$ cat config.mk
export PLATFORM = sky130hd
export DESIGN_NAME = dpsnp_ctrl
export DESIGN_NICKNAME = d
export VERILOG_FILES = /design/src/rtl/dpsnp_pkg.sv /design/src/rtl/dpsnp_strap_dec.sv /design/src/rtl/dpsnp_ctrl.sv
export SDC_FILE = /design/constraint.sdc
export NUM_CORES = 1
export LEC_CHECK = 0
export ABC_CLOCK_PERIOD_IN_PS = 3500
export BUFFER_PORTS_ARGS = -buffer_cell sky130_fd_sc_hd__buf_2
export CAP_MARGIN = 20
export CORE_UTILIZATION = 55
export DETAILED_ROUTE_END_ITERATION = 10
export PLACE_DENSITY = 0.75
export SYNTH_ARGS = -nofsm -noshare
export SYNTH_HDL_FRONTEND = slang
export SYNTH_SLANG_ARGS = --single-unit
$ cat constraint.sdc
create_clock -name ref_clk_i -period 3.5 [get_ports ref_clk_i]
set_clock_uncertainty 0.05 [all_clocks]
set_input_delay 1.05 -clock ref_clk_i [delete_from_list [all_inputs] [get_ports ref_clk_i]]
set_output_delay 1.05 -clock ref_clk_i [all_outputs]
set_load 0.01 [all_outputs]
$ cat src/rtl/dpsnp_pkg.sv
`default_nettype none
package dpsnp_pkg;

  // ----------------------------------------------------------------
  // timing
  // ----------------------------------------------------------------
  localparam int unsigned CLK_KHZ     = 200000;
  localparam int unsigned HPD_DEB_MS  = 100;
  localparam int unsigned HPD_DEB_CYC = HPD_DEB_MS * CLK_KHZ;
  localparam int unsigned DEB_W       = 25;

  // ----------------------------------------------------------------
  // aux transaction fields
  // ----------------------------------------------------------------
  localparam logic [3:0]  CMD_NATIVE_WR   = 4'h8;
  localparam logic [3:0]  REPLY_NATIVE_ACK = 4'h0;
  localparam logic [19:0] ADDR_LANE_COUNT = 20'h00101;
  localparam logic [19:0] ADDR_SET_POWER  = 20'h00600;
  localparam int unsigned LANE_FIELD_MSB  = 4;
  localparam int unsigned PWR_FIELD_MSB   = 2;
  localparam logic [2:0]  PWR_CODE_D0     = 3'h1;
  localparam logic [2:0]  PWR_CODE_D3     = 3'h2;
  localparam logic [2:0]  PWR_CODE_D3_AUX = 3'h5;
  localparam logic [2:0]  HDR_BYTES       = 3'h4;

  // ----------------------------------------------------------------
  // reset values
  // ----------------------------------------------------------------
  localparam logic [4:0] LANE_COUNT_RST = 5'h04;

  // ----------------------------------------------------------------
  // types
  // ----------------------------------------------------------------
  typedef enum logic [1:0] {
    TRI_LOW  = 2'h0,
    TRI_OPEN = 2'h1,
    TRI_HIGH = 2'h2
  } dpsnp_tri_e;

  typedef enum logic [3:0] {
    ST_CHK  = 4'h1,
    ST_DEEP = 4'h2,
    ST_D3   = 4'h4,
    ST_D0   = 4'h8
  } dpsnp_state_e;

  // one decoded aux byte from the receive-only aux front end
  typedef struct packed {
    logic       start;
    logic       stop;
    logic       valid;
    logic       from_sink;
    logic [7:0] data;
  } dpsnp_aux_s;

  // ternary pad: level seen with weak pull-up and with weak pull-down
  typedef struct packed {
    logic up_smp;
    logic dn_smp;
  } dpsnp_strap_s;

endpackage
`default_nettype wire

$ cat src/rtl/dpsnp_strap_dec.sv
`timescale 1ns/1ps
`default_nettype none
module dpsnp_strap_dec
  import dpsnp_pkg::*;
(
  input  wire logic               clk_i,
  input  wire logic               rst_n_i,
  input  wire logic               ce_i,
  input  wire dpsnp_pkg::dpsnp_strap_s pad_i,
  output var  dpsnp_pkg::dpsnp_tri_e   level_o
);
  import dpsnp_pkg::*;

  // a pin that follows the pull is floating, one that resists it is driven
  always_ff @(posedge clk_i or negedge rst_n_i)
  begin
    if (!rst_n_i)
      level_o <= TRI_OPEN;
    else if (ce_i)
    begin
      if (pad_i.up_smp && pad_i.dn_smp)
        level_o <= TRI_HIGH;
      else if (!pad_i.up_smp && !pad_i.dn_smp)
        level_o <= TRI_LOW;
      else
        level_o <= TRI_OPEN;
    end
  end

endmodule // dpsnp_strap_dec
`default_nettype wire

$ cat src/rtl/dpsnp_ctrl.sv
`timescale 1ns/1ps
`default_nettype none
module dpsnp_ctrl
  import dpsnp_pkg::*;
#(
  parameter int unsigned DEB_CYC = dpsnp_pkg::HPD_DEB_CYC
)
(
  input  wire logic                    ref_clk_i,
  input  wire logic                    nrst_i,
  input  wire logic                    ce_i,
  input  wire dpsnp_pkg::dpsnp_aux_s   aux_i,
  input  wire logic                    hpd_i,
  input  wire logic                    hs_signal_i,
  input  wire logic                    lane_order_i,
  input  wire dpsnp_pkg::dpsnp_strap_s eq_select_a_i,
  input  wire dpsnp_pkg::dpsnp_strap_s eq_select_b_i,
  input  wire dpsnp_pkg::dpsnp_strap_s swing_linearity_select_i,
  input  wire dpsnp_pkg::dpsnp_strap_s flat_gain_select_a_i,
  input  wire dpsnp_pkg::dpsnp_strap_s flat_gain_select_b_i,
  output logic [3:0]                   lane_en_o,
  output logic                         hs_path_en_o,
  output logic                         deep_pwr_o,
  output logic                         pwr_d3_o,
  output logic [4:0]                   lane_count_o,
  output dpsnp_pkg::dpsnp_tri_e        eq_select_a_o,
  output dpsnp_pkg::dpsnp_tri_e        eq_select_b_o,
  output dpsnp_pkg::dpsnp_tri_e        swing_linearity_select_o,
  output logic [3:0]                   flat_gain_neg_o
);
  import dpsnp_pkg::*;

  // ----------------------------------------------------------------
  // reset release
  // ----------------------------------------------------------------
  logic [1:0] rst_sync_ff;
  logic       rst_n;

  always_ff @(posedge ref_clk_i or negedge nrst_i)
  begin
    if (!nrst_i)
      rst_sync_ff <= 2'h0;
    else
      rst_sync_ff <= {rst_sync_ff[0], 1'b1};
  end
  assign rst_n = rst_sync_ff[1];

  // ----------------------------------------------------------------
  // straps
  // ----------------------------------------------------------------
  dpsnp_tri_e fg_a;
  dpsnp_tri_e fg_b;
  logic       lane_order_ff;

  dpsnp_strap_dec u_eq_a (.clk_i(ref_clk_i), .rst_n_i(rst_n), .ce_i(ce_i),
                          .pad_i(eq_select_a_i), .level_o(eq_select_a_o));
  dpsnp_strap_dec u_eq_b (.clk_i(ref_clk_i), .rst_n_i(rst_n), .ce_i(ce_i),
                          .pad_i(eq_select_b_i), .level_o(eq_select_b_o));
  dpsnp_strap_dec u_osl  (.clk_i(ref_clk_i), .rst_n_i(rst_n), .ce_i(ce_i),
                          .pad_i(swing_linearity_select_i),
                          .level_o(swing_linearity_select_o));
  dpsnp_strap_dec u_fg_a (.clk_i(ref_clk_i), .rst_n_i(rst_n), .ce_i(ce_i),
                          .pad_i(flat_gain_select_a_i), .level_o(fg_a));
  dpsnp_strap_dec u_fg_b (.clk_i(ref_clk_i), .rst_n_i(rst_n), .ce_i(ce_i),
                          .pad_i(flat_gain_select_b_i), .level_o(fg_b));

  // flat gain lookup, bit set means the lane runs at the low gain
  always_ff @(posedge ref_clk_i or negedge rst_n)
  begin
    if (!rst_n)
      flat_gain_neg_o <= 4'h0;
    else if (ce_i)
    begin
      case ({fg_b, fg_a})
        {TRI_LOW,  TRI_LOW }: flat_gain_neg_o <= 4'h0;
        {TRI_LOW,  TRI_OPEN}: flat_gain_neg_o <= 4'h1;
        {TRI_LOW,  TRI_HIGH}: flat_gain_neg_o <= 4'h2;
        {TRI_OPEN, TRI_LOW }: flat_gain_neg_o <= 4'h3;
        {TRI_OPEN, TRI_OPEN}: flat_gain_neg_o <= 4'h4;
        {TRI_OPEN, TRI_HIGH}: flat_gain_neg_o <= 4'h6;
        {TRI_HIGH, TRI_LOW }: flat_gain_neg_o <= 4'h8;
        {TRI_HIGH, TRI_OPEN}: flat_gain_neg_o <= 4'hc;
        {TRI_HIGH, TRI_HIGH}: flat_gain_neg_o <= 4'hf;
        default:              flat_gain_neg_o <= 4'h0;
      endcase
    end
  end

  always_ff @(posedge ref_clk_i or negedge rst_n)
  begin
    if (!rst_n)
      lane_order_ff <= 1'b0;
    else if (ce_i)
      lane_order_ff <= lane_order_i;
  end

  // ----------------------------------------------------------------
  // aux snooper
  // ----------------------------------------------------------------
  // the aux front end is receive only, so snooping can never disturb the link
  logic [2:0]  byte_idx_ff;
  logic        wr_ff;
  logic [19:0] addr_ff;
  logic        lane_pend_ff;
  logic [4:0]  lane_val_ff;
  logic        pwr_pend_ff;
  logic        pwr_d0_val_ff;
  logic        req_data;
  logic        ack_seen;
  logic        lane_commit;
  logic        pwr_commit;

  assign req_data = aux_i.valid && !aux_i.from_sink && wr_ff && (byte_idx_ff == HDR_BYTES);
  assign ack_seen = aux_i.valid && aux_i.from_sink && (byte_idx_ff == 3'h0)
                    && (aux_i.data[7:4] == REPLY_NATIVE_ACK);
  // commit only on the sink acknowledge
  assign lane_commit = ce_i && ack_seen && lane_pend_ff;
  assign pwr_commit  = ce_i && ack_seen && pwr_pend_ff;

  always_ff @(posedge ref_clk_i or negedge rst_n)
  begin
    if (!rst_n)
    begin
      byte_idx_ff <= 3'h0;
      wr_ff       <= 1'b0;
      addr_ff     <= 20'h0;
    end
    else if (ce_i)
    begin
      if (aux_i.start)
        byte_idx_ff <= 3'h0;
      else if (aux_i.valid)
      begin
        if (byte_idx_ff != HDR_BYTES)
          byte_idx_ff <= byte_idx_ff + 3'h1;
        if (!aux_i.from_sink)
        begin
          case (byte_idx_ff)
            3'h0:
            begin
              // i2c-over-aux and reads are not native writes
              wr_ff         <= (aux_i.data[7:4] == CMD_NATIVE_WR);
              addr_ff[19:16] <= aux_i.data[3:0];
            end
            3'h1:    addr_ff[15:8] <= aux_i.data;
            3'h2:    addr_ff[7:0]  <= aux_i.data;
            3'h4:    addr_ff       <= addr_ff + 20'h1;
            default: addr_ff       <= addr_ff;
          endcase
        end
      end
    end
  end

  // pending values die when a new request starts without an acknowledge
  always_ff @(posedge ref_clk_i or negedge rst_n)
  begin
    if (!rst_n)
    begin
      lane_pend_ff  <= 1'b0;
      lane_val_ff   <= LANE_COUNT_RST;
      pwr_pend_ff   <= 1'b0;
      pwr_d0_val_ff <= 1'b0;
    end
    else if (ce_i)
    begin
      if ((aux_i.start && !aux_i.from_sink) || ack_seen)
      begin
        lane_pend_ff <= 1'b0;
        pwr_pend_ff  <= 1'b0;
      end
      else if (req_data)
      begin
        // only the two known fields are looked at
        if (addr_ff == ADDR_LANE_COUNT)
        begin
          // zero and other counts never become pending
          case (aux_i.data[LANE_FIELD_MSB:0])
            5'h01, 5'h02, 5'h04:
            begin
              lane_pend_ff <= 1'b1;
              lane_val_ff  <= aux_i.data[LANE_FIELD_MSB:0];
            end
            default: lane_pend_ff <= lane_pend_ff;
          endcase
        end
        if (addr_ff == ADDR_SET_POWER)
        begin
          case (aux_i.data[PWR_FIELD_MSB:0])
            PWR_CODE_D0:
            begin
              pwr_pend_ff   <= 1'b1;
              pwr_d0_val_ff <= 1'b1;
            end
            PWR_CODE_D3, PWR_CODE_D3_AUX:
            begin
              pwr_pend_ff   <= 1'b1;
              pwr_d0_val_ff <= 1'b0;
            end
            default: pwr_pend_ff <= pwr_pend_ff;
          endcase
        end
      end
    end
  end

  // the captured count only ever holds a legal value
  always_ff @(posedge ref_clk_i or negedge rst_n)
  begin
    if (!rst_n)
      lane_count_o <= LANE_COUNT_RST;
    else if (lane_commit)
      lane_count_o <= lane_val_ff;
  end

  // ----------------------------------------------------------------
  // hot-plug debounce
  // ----------------------------------------------------------------
  logic [DEB_W-1:0] deb_cnt_ff;
  logic             hpd_flt_ff;

  // rises pass at once, falls must last the whole debounce time
  always_ff @(posedge ref_clk_i or negedge rst_n)
  begin
    if (!rst_n)
    begin
      deb_cnt_ff <= '0;
      hpd_flt_ff <= 1'b0;
    end
    else if (ce_i)
    begin
      if (hpd_i)
      begin
        deb_cnt_ff <= '0;
        hpd_flt_ff <= 1'b1;
      end
      else if (hpd_flt_ff)
      begin
        if (deb_cnt_ff == DEB_W'(DEB_CYC - 1))
          hpd_flt_ff <= 1'b0;
        else
          deb_cnt_ff <= deb_cnt_ff + 1'b1;
      end
      else
        deb_cnt_ff <= '0;
    end
  end

  // ----------------------------------------------------------------
  // power state
  // ----------------------------------------------------------------
  dpsnp_state_e st_ff;
  dpsnp_state_e nxt_st;
  logic [3:0]   lane_mask;

  always_comb
  begin
    nxt_st = st_ff;
    case (st_ff)
      // first decision uses the live pin level
      ST_CHK:  nxt_st = hpd_i ? ST_D3 : ST_DEEP;
      // leave deep saving when hot-plug is present
      ST_DEEP: nxt_st = hpd_flt_ff ? ST_D3 : ST_DEEP;
      // wake on a D0 write or on line activity
      ST_D3:   nxt_st = ((pwr_commit && pwr_d0_val_ff) || hs_signal_i) ? ST_D0 : ST_D3;
      ST_D0:   nxt_st = (pwr_commit && !pwr_d0_val_ff) ? ST_D3 : ST_D0;
      default: nxt_st = ST_CHK;
    endcase
    if (st_ff != ST_CHK && !hpd_flt_ff)
      nxt_st = ST_DEEP;
  end

  always_ff @(posedge ref_clk_i or negedge rst_n)
  begin
    if (!rst_n)
      st_ff <= ST_CHK;
    else if (ce_i)
      st_ff <= nxt_st;
  end

  // logical lanes from the count, then mirrored if reversed
  always_comb
  begin
    case (lane_count_o)
      5'h01:   lane_mask = 4'h1;
      5'h02:   lane_mask = 4'h3;
      default: lane_mask = 4'hf;
    endcase
    if (lane_order_ff)
      lane_mask = {lane_mask[0], lane_mask[1], lane_mask[2], lane_mask[3]};
  end

  // lanes and data path are live only in D0
  always_ff @(posedge ref_clk_i or negedge rst_n)
  begin
    if (!rst_n)
    begin
      lane_en_o    <= 4'h0;
      hs_path_en_o <= 1'b0;
      deep_pwr_o   <= 1'b0;
      pwr_d3_o     <= 1'b1;
    end
    else if (ce_i)
    begin
      lane_en_o    <= (nxt_st == ST_D0) ? lane_mask : 4'h0;
      hs_path_en_o <= (nxt_st == ST_D0);
      deep_pwr_o   <= (nxt_st == ST_DEEP);
      pwr_d3_o     <= (nxt_st != ST_D0);
    end
  end
endmodule // dpsnp_ctrl
`default_nettype wire

* Word level (Yosys, flattened, before mapping) *
Memory sizes are Yosys's and may differ from the RTL's. A register that Yosys moved wholly into a read port is not among the register bits.
Cells that the tools add are included.

word-level totals
  bits of input ports = 28
  output and inout bits = 22
  logic and storage cells = 161
  memory bits (read-only) = 64
  memories = 1
  register bits after elaboration = 87

memory list
  memory           words  bits a word  rd ports  clocked after memory_dff  wr ports  RTL line          text
  (no name shown)  16     4            1         1                         0         dpsnp_ctrl.sv:74  case ({fg_b, fg_a})

operators by class
  reductions and logical operators = 65
  muxes and demuxes = 40
  add/subtract/negate cells = 3
  equal/unequal tests = 25
  bitwise gates (word level) = 3

operator list
  cell                   count
  $mux 25                3
  $pmux 8 s2             2
  $reduce_and 5->1       6
  $add 25x1->25 const B  1
  $eq 25x25->1 const B   1
  $logic_and 1x1->1      23
  $reduce_bool 2->1      11
  $add 20x1->20 const B  1
  $eq 20x11->1 const B   1
  $eq 20x9->1 const B    1
  $mux 4                 5
  $mux 1                 16
  $pmux 4 s2             2
  $pmux 4 s4             1
  $mux 3                 5
  $logic_not 1->1        14
  $eq 4x4->1 const B     3
  $eq 5x1->1 const B     2
  $eq 5x2->1 const B     2
  $mux 2                 5
  $eq 4x2->1 const B     2
  $reduce_and 4->1       2
  $eq 3x1->1 const B     2
  $eq 3x2->1 const B     2
  17 further kinds       23

* Longest topological paths before layout *
  depth after elaboration = 12
  depth in mapped cells = 8
  gate-level depth less buffers = 7

* Hierarchy *
A second synthesis with hierarchy kept.

second synthesis, totals
  cell total of the unflattened synthesis = 506
  area, all modules = 4,901.0 µm²

by module, submodules not included
  module           cells an instance  sequential area each (µm²)  instances  area an instance (µm²)
  dpsnp_ctrl       481                2,031.9                     1          4,469.3
  dpsnp_strap_dec  5                  51.3                        5          86.3

* Worst setup path before layout *
OpenSTA, ideal clock, no wires.

  path kind = input port to flip-flop
  start point = in aux_i[6] in the netlist's numbering
  end point = reg hs_path_en_o
  slack = 0.739 ns
  data required time = 3.313 ns
  stages = 6
  arrival time = 2.574 ns
  setup time = 0.137 ns
  buffers on the path = 1
  cell sequence = or4b_1 or4_1 a22oi_1 or4_1 buf_6 o21ai_0

between the ends
  cells in the longest elaborated chain, start to end = 10
  elaborated cells between the ends (all ways) = 12
  those cells by class = eq/ne (1); mux (4); reduce/logical (7)

RTL lines
  item                               RTL line           text
  from (decl)                        dpsnp_ctrl.sv:12   input wire dpsnp_pkg::dpsnp_aux_s aux_i,
  $logic_not 4->1 *                  dpsnp_ctrl.sv:115  && (aux_i.data[7:4] == REPLY_NATIVE_ACK);
  $logic_and 1x1->1 *                dpsnp_ctrl.sv:115
  $logic_and 1x1->1 * (2 in series)  dpsnp_ctrl.sv:118  assign pwr_commit = ce_i && ack_seen && pwr_pend_ff;
  $logic_and 1x1->1                  dpsnp_ctrl.sv:265  ST_D3: nxt_st = ((pwr_commit && pwr_d0_val_ff) || hs_signal_i) ? ST_D0 : ST_D3;
  $logic_or 1x1->1                   dpsnp_ctrl.sv:265
  $mux 4                             dpsnp_ctrl.sv:265
  $pmux 4 s4 *                       dpsnp_ctrl.sv:259  case (st_ff)
  $mux 4 *                           dpsnp_ctrl.sv:269  if (st_ff != ST_CHK && !hpd_flt_ff)
  $eq 4x4->1 *                       dpsnp_ctrl.sv:306  hs_path_en_o <= (nxt_st == ST_D0);
  to (signal assigned)               dpsnp_ctrl.sv:306
  to (decl)                          dpsnp_ctrl.sv:22   output logic hs_path_en_o,

Every way passes the cells marked *; elsewhere a longest branch is shown, timed or not.
A chain may end at the register's enable or synchronous reset.

* Worst setup path after layout *
Same ends and word-level chain as after synthesis.

==> impl_metrics.yaml <==
outcome:
  outcome: "complete, no violations"
floorplan:
  initial_core_util_pct: 56.61
  die_area_sq_um: 9360
  io_pins: 50
  die_w_um: 96.75
  core_sq_um: 8721
  die_y_um: 96.75
  core.rowCount: 34
critical_path:
  arrival_ns: 2.97
  cp.required_ns: 3.68
  crit_slowest_cell: "or4b_1"
  cp_common_cell: "or4_1"
  crit_fanout: 7
  path_cells: "buf_2, or4b_1, or4_1, a22oi_1, or4_1, o21ai_0"
  setup.worst_path.end_class: "flop"
  r2r_cells: 7
  slowest_delay_ns: 0.58
  worst_setup_path_start_kind: "primary input"
  path_class: "in -> reg"
grt:
  grt_pass1_vias: 4044
  antenna_found_initial: 0
  grt.overflow.total: 0
  grt_max_degree: 57
  grt_util_all_layers_pct: 24.87
  grt_first_pass_wirelength_um: 19010
pwr:
  switching_share_pct: 31.87
  leakage_nw: 2.458
  power_switching_mw: 0.8276
  vdd_drop_max_v: 0.0003109
  power_mw: 2.597
  seqPwrFrac_pct: 55.2
  p_per_area_nw_per_um2: 473.3
  pwr-share-clk_pct: 25.4
  p_comb_share_pct: 19.4
  intPower_mw: 1.769
clocking:
  cts_setup_buffers: 0
  ctsResizeCount: 0
  clockRootBuffer: "clkbuf_8"
  cts_tree: "yes"
  clock_sinks: 91
  cts-htree-levels: 3
  clk_pin_slew_worst_paths_ns: 0.08
  postCtsHoldBufs: 0
  clkLatencyLatePin_ns: 0.36
  clockBufferDepth: 2
  cts_buffers: 9
sta:
  period_share_pct: 79.73
  clock.fmax_mhz: 358.4
  drv_slew: 0
  worst_pin_slew_ns: 0.7596
  rsz0062_at_grt: "false"
  tns_ns: 0
  maxSlewHeadroom_pct: 49.36
  worst_slack_ns: 0.7095
  setup_viol: 0
  fin_crit_ns: 2.790
  hold_violations: 0
final_layout:
  post-route-util_pct: 62.91
  diodes: 0
  fin_nets: 607
  fin_area_sq_um: 5487
  syn_to_final_growth_pct: 11.13
  final.fill_count: 737
  drive_gt1_share_pct: 18.87
route:
  drt-vias-per-instance: 6.030
  drc: 0
  postRouteAntennaNets: 0
  finalWirelength_um: 10920
  drtPass1Iterations: 4
  vias: 4070
  drtIter0Drc: 196
  routedWlPerCell_um: 16.18
synthesis:
  synth_nets: 560
  synth_edf_count: 0
  synth_cells: 515
  ys_seq_area_share_pct: 46.35
  synth_area_sq_um: 4937
  ys_warn_count: 0
  synthArstFlopShare_pct: 100.0
  ys_types: 62
  synth_ff_type: "dfrtp_1"
  ys_seq_elements: 91
  syn_avg_cell_area_sq_um: 9.587
job:
  cap_violations: 0
place:
  io_buffers: 48
  dpl-instance-area_sq_um: 5306
  place_congestion: 0.9083
  hpwl_um: 7738
  pre_cts_ws_ns: 0.3214
worst_hold_path:
  hp-class: "reg -> reg"
  holdPathStages: 0
## layout by cell type, fill, tap and decap left out, drive strengths merged, types with 5 or more instances in the layout
master,count
and3,7
nor3,12
and2,7
dfrtp,82
ha,17
nand3,23
buf,60
o22a,9
o21a,5
inv,15
nor2b,9
a31oi,11
o2bb2ai,5
clkbuf,12
mux2,18
nand4,14
xor2,13
a21oi,32
or3,6
nand2,42
nor4,8
dfstp,9
o21ai,33
o22ai,5
nor2,44
## per-stage QoR
stage	hold WS [ns]	instances
final	0.3119	675
after global routing	0.3333	675
after CTS	0.3179	675
after detailed placement	0.2964	659
after global placement	0.2901	659
after floorplan	0.2812	515
## final timing paths
| check | start | endpoint | slack [ns] |
|---|---|---|---|
| min in group asynchronous | rst_sync_ff[1] | st_ff[1] | 0.36 |
| worst max-delay path | aux_i[6] | hs_path_en_o | 0.71 |
| max in group asynchronous | rst_sync_ff[1] | lane_val_ff[2] | 2.07 |
| worst max register to register | byte_idx_ff[0] | hs_path_en_o | 0.82 |
| worst min-delay path | rst_sync_ff[0] | rst_sync_ff[1] | 0.31 |
| worst min register to register | rst_sync_ff[0] | rst_sync_ff[1] | 0.31 |
## state kept, by name, summed over array words and instances, names as in the netlist, 2 cells and up
register / count
u_osl.level_o: 2
st_ff: 4
u_fg_b.level_o: 2
deb_cnt_ff: 25
u_eq_b.level_o: 2
lane_count_o: 5
u_eq_a.level_o: 2
addr_ff: 20
u_fg_a.level_o: 2
flat_gain_neg_o: 4
lane_val_ff: 5
lane_en_o: 4
byte_idx_ff: 3
rst_sync_ff: 2
## metal layers
metal / GRT usage, % / part of all wire (%) / vias to the layer above
met2: 41.33 / 50 / 83
met1: 33.11 / 45 / 1983
met5: 0 / 0 / -
li1: - / - / 1993
met3: 5.275 / 4.0 / 11
met4: 6.659 / 1.1 / 0
## power groups by stage
stage / logic [mW] / registers, mW / clock network [mW]
global route: 0.565 / 1.46 / 0.714
floorplan: 0.365 / 1.40 / 0
detailed placement: 0.503 / 1.44 / 0
CTS: 0.506 / 1.43 / 0.673
finish: 0.504 / 1.43 / 0.660
global placement: 0.488 / 1.44 / 0
## worst max-delay path: cells and delay by family
kind	cells	cell delay [ns]
AND/OR/NAND/NOR	3	1.42
AO/OA/AOI/OAI	2	0.37
buffers and inverters	1	0.13
## kinds of logic (layout without fill, tap and decap cells)
family                     count (synthesis)  count (layout)  synth area share [%]
muxes                                     21              21                 4.714
xor gates and xnor gates                  16              16                 2.838
adders and majority gates                 17              17                 4.308
DFF                                       91              91                 46.35
other                                      1               1               0.07595
AOI/OAI and AO/OA                        130             130                 17.16
buffers and inverters                     39              91                 3.168
and+or+nand+nor                          200             200                 21.39
## final cells by class
cell class	instances	area (sq um)	share of cell area, %
multi-input cells	385	2492	45.43
flip-flops and latches	91	2292	41.78
repair buffers	60	330.3	6.021
clock buffers	12	155.1	2.828
well taps	108	135.1	2.463
inverters	15	56.30	1.026
clock inverters	4	25.02	0.4561
## Yosys cell counts (11+ instances only)
cell type   n  area (sq um)
a31oi_1    11         68.82
nand4_1    14         87.58
nor3_1     12         60.06
inv_1      15         56.30
ha_1       17         212.7
xor2_1     13         113.9
clkbuf_1   18         67.56
a21oi_1    32         160.2
nor2_1     44         165.2
dfrtp_1    82          2052
nand3_1    23         115.1
mux2_2     18         202.7
nand2_1    42         157.7
o21ai_0    32         160.2
(Power assumes the default switching activity.)
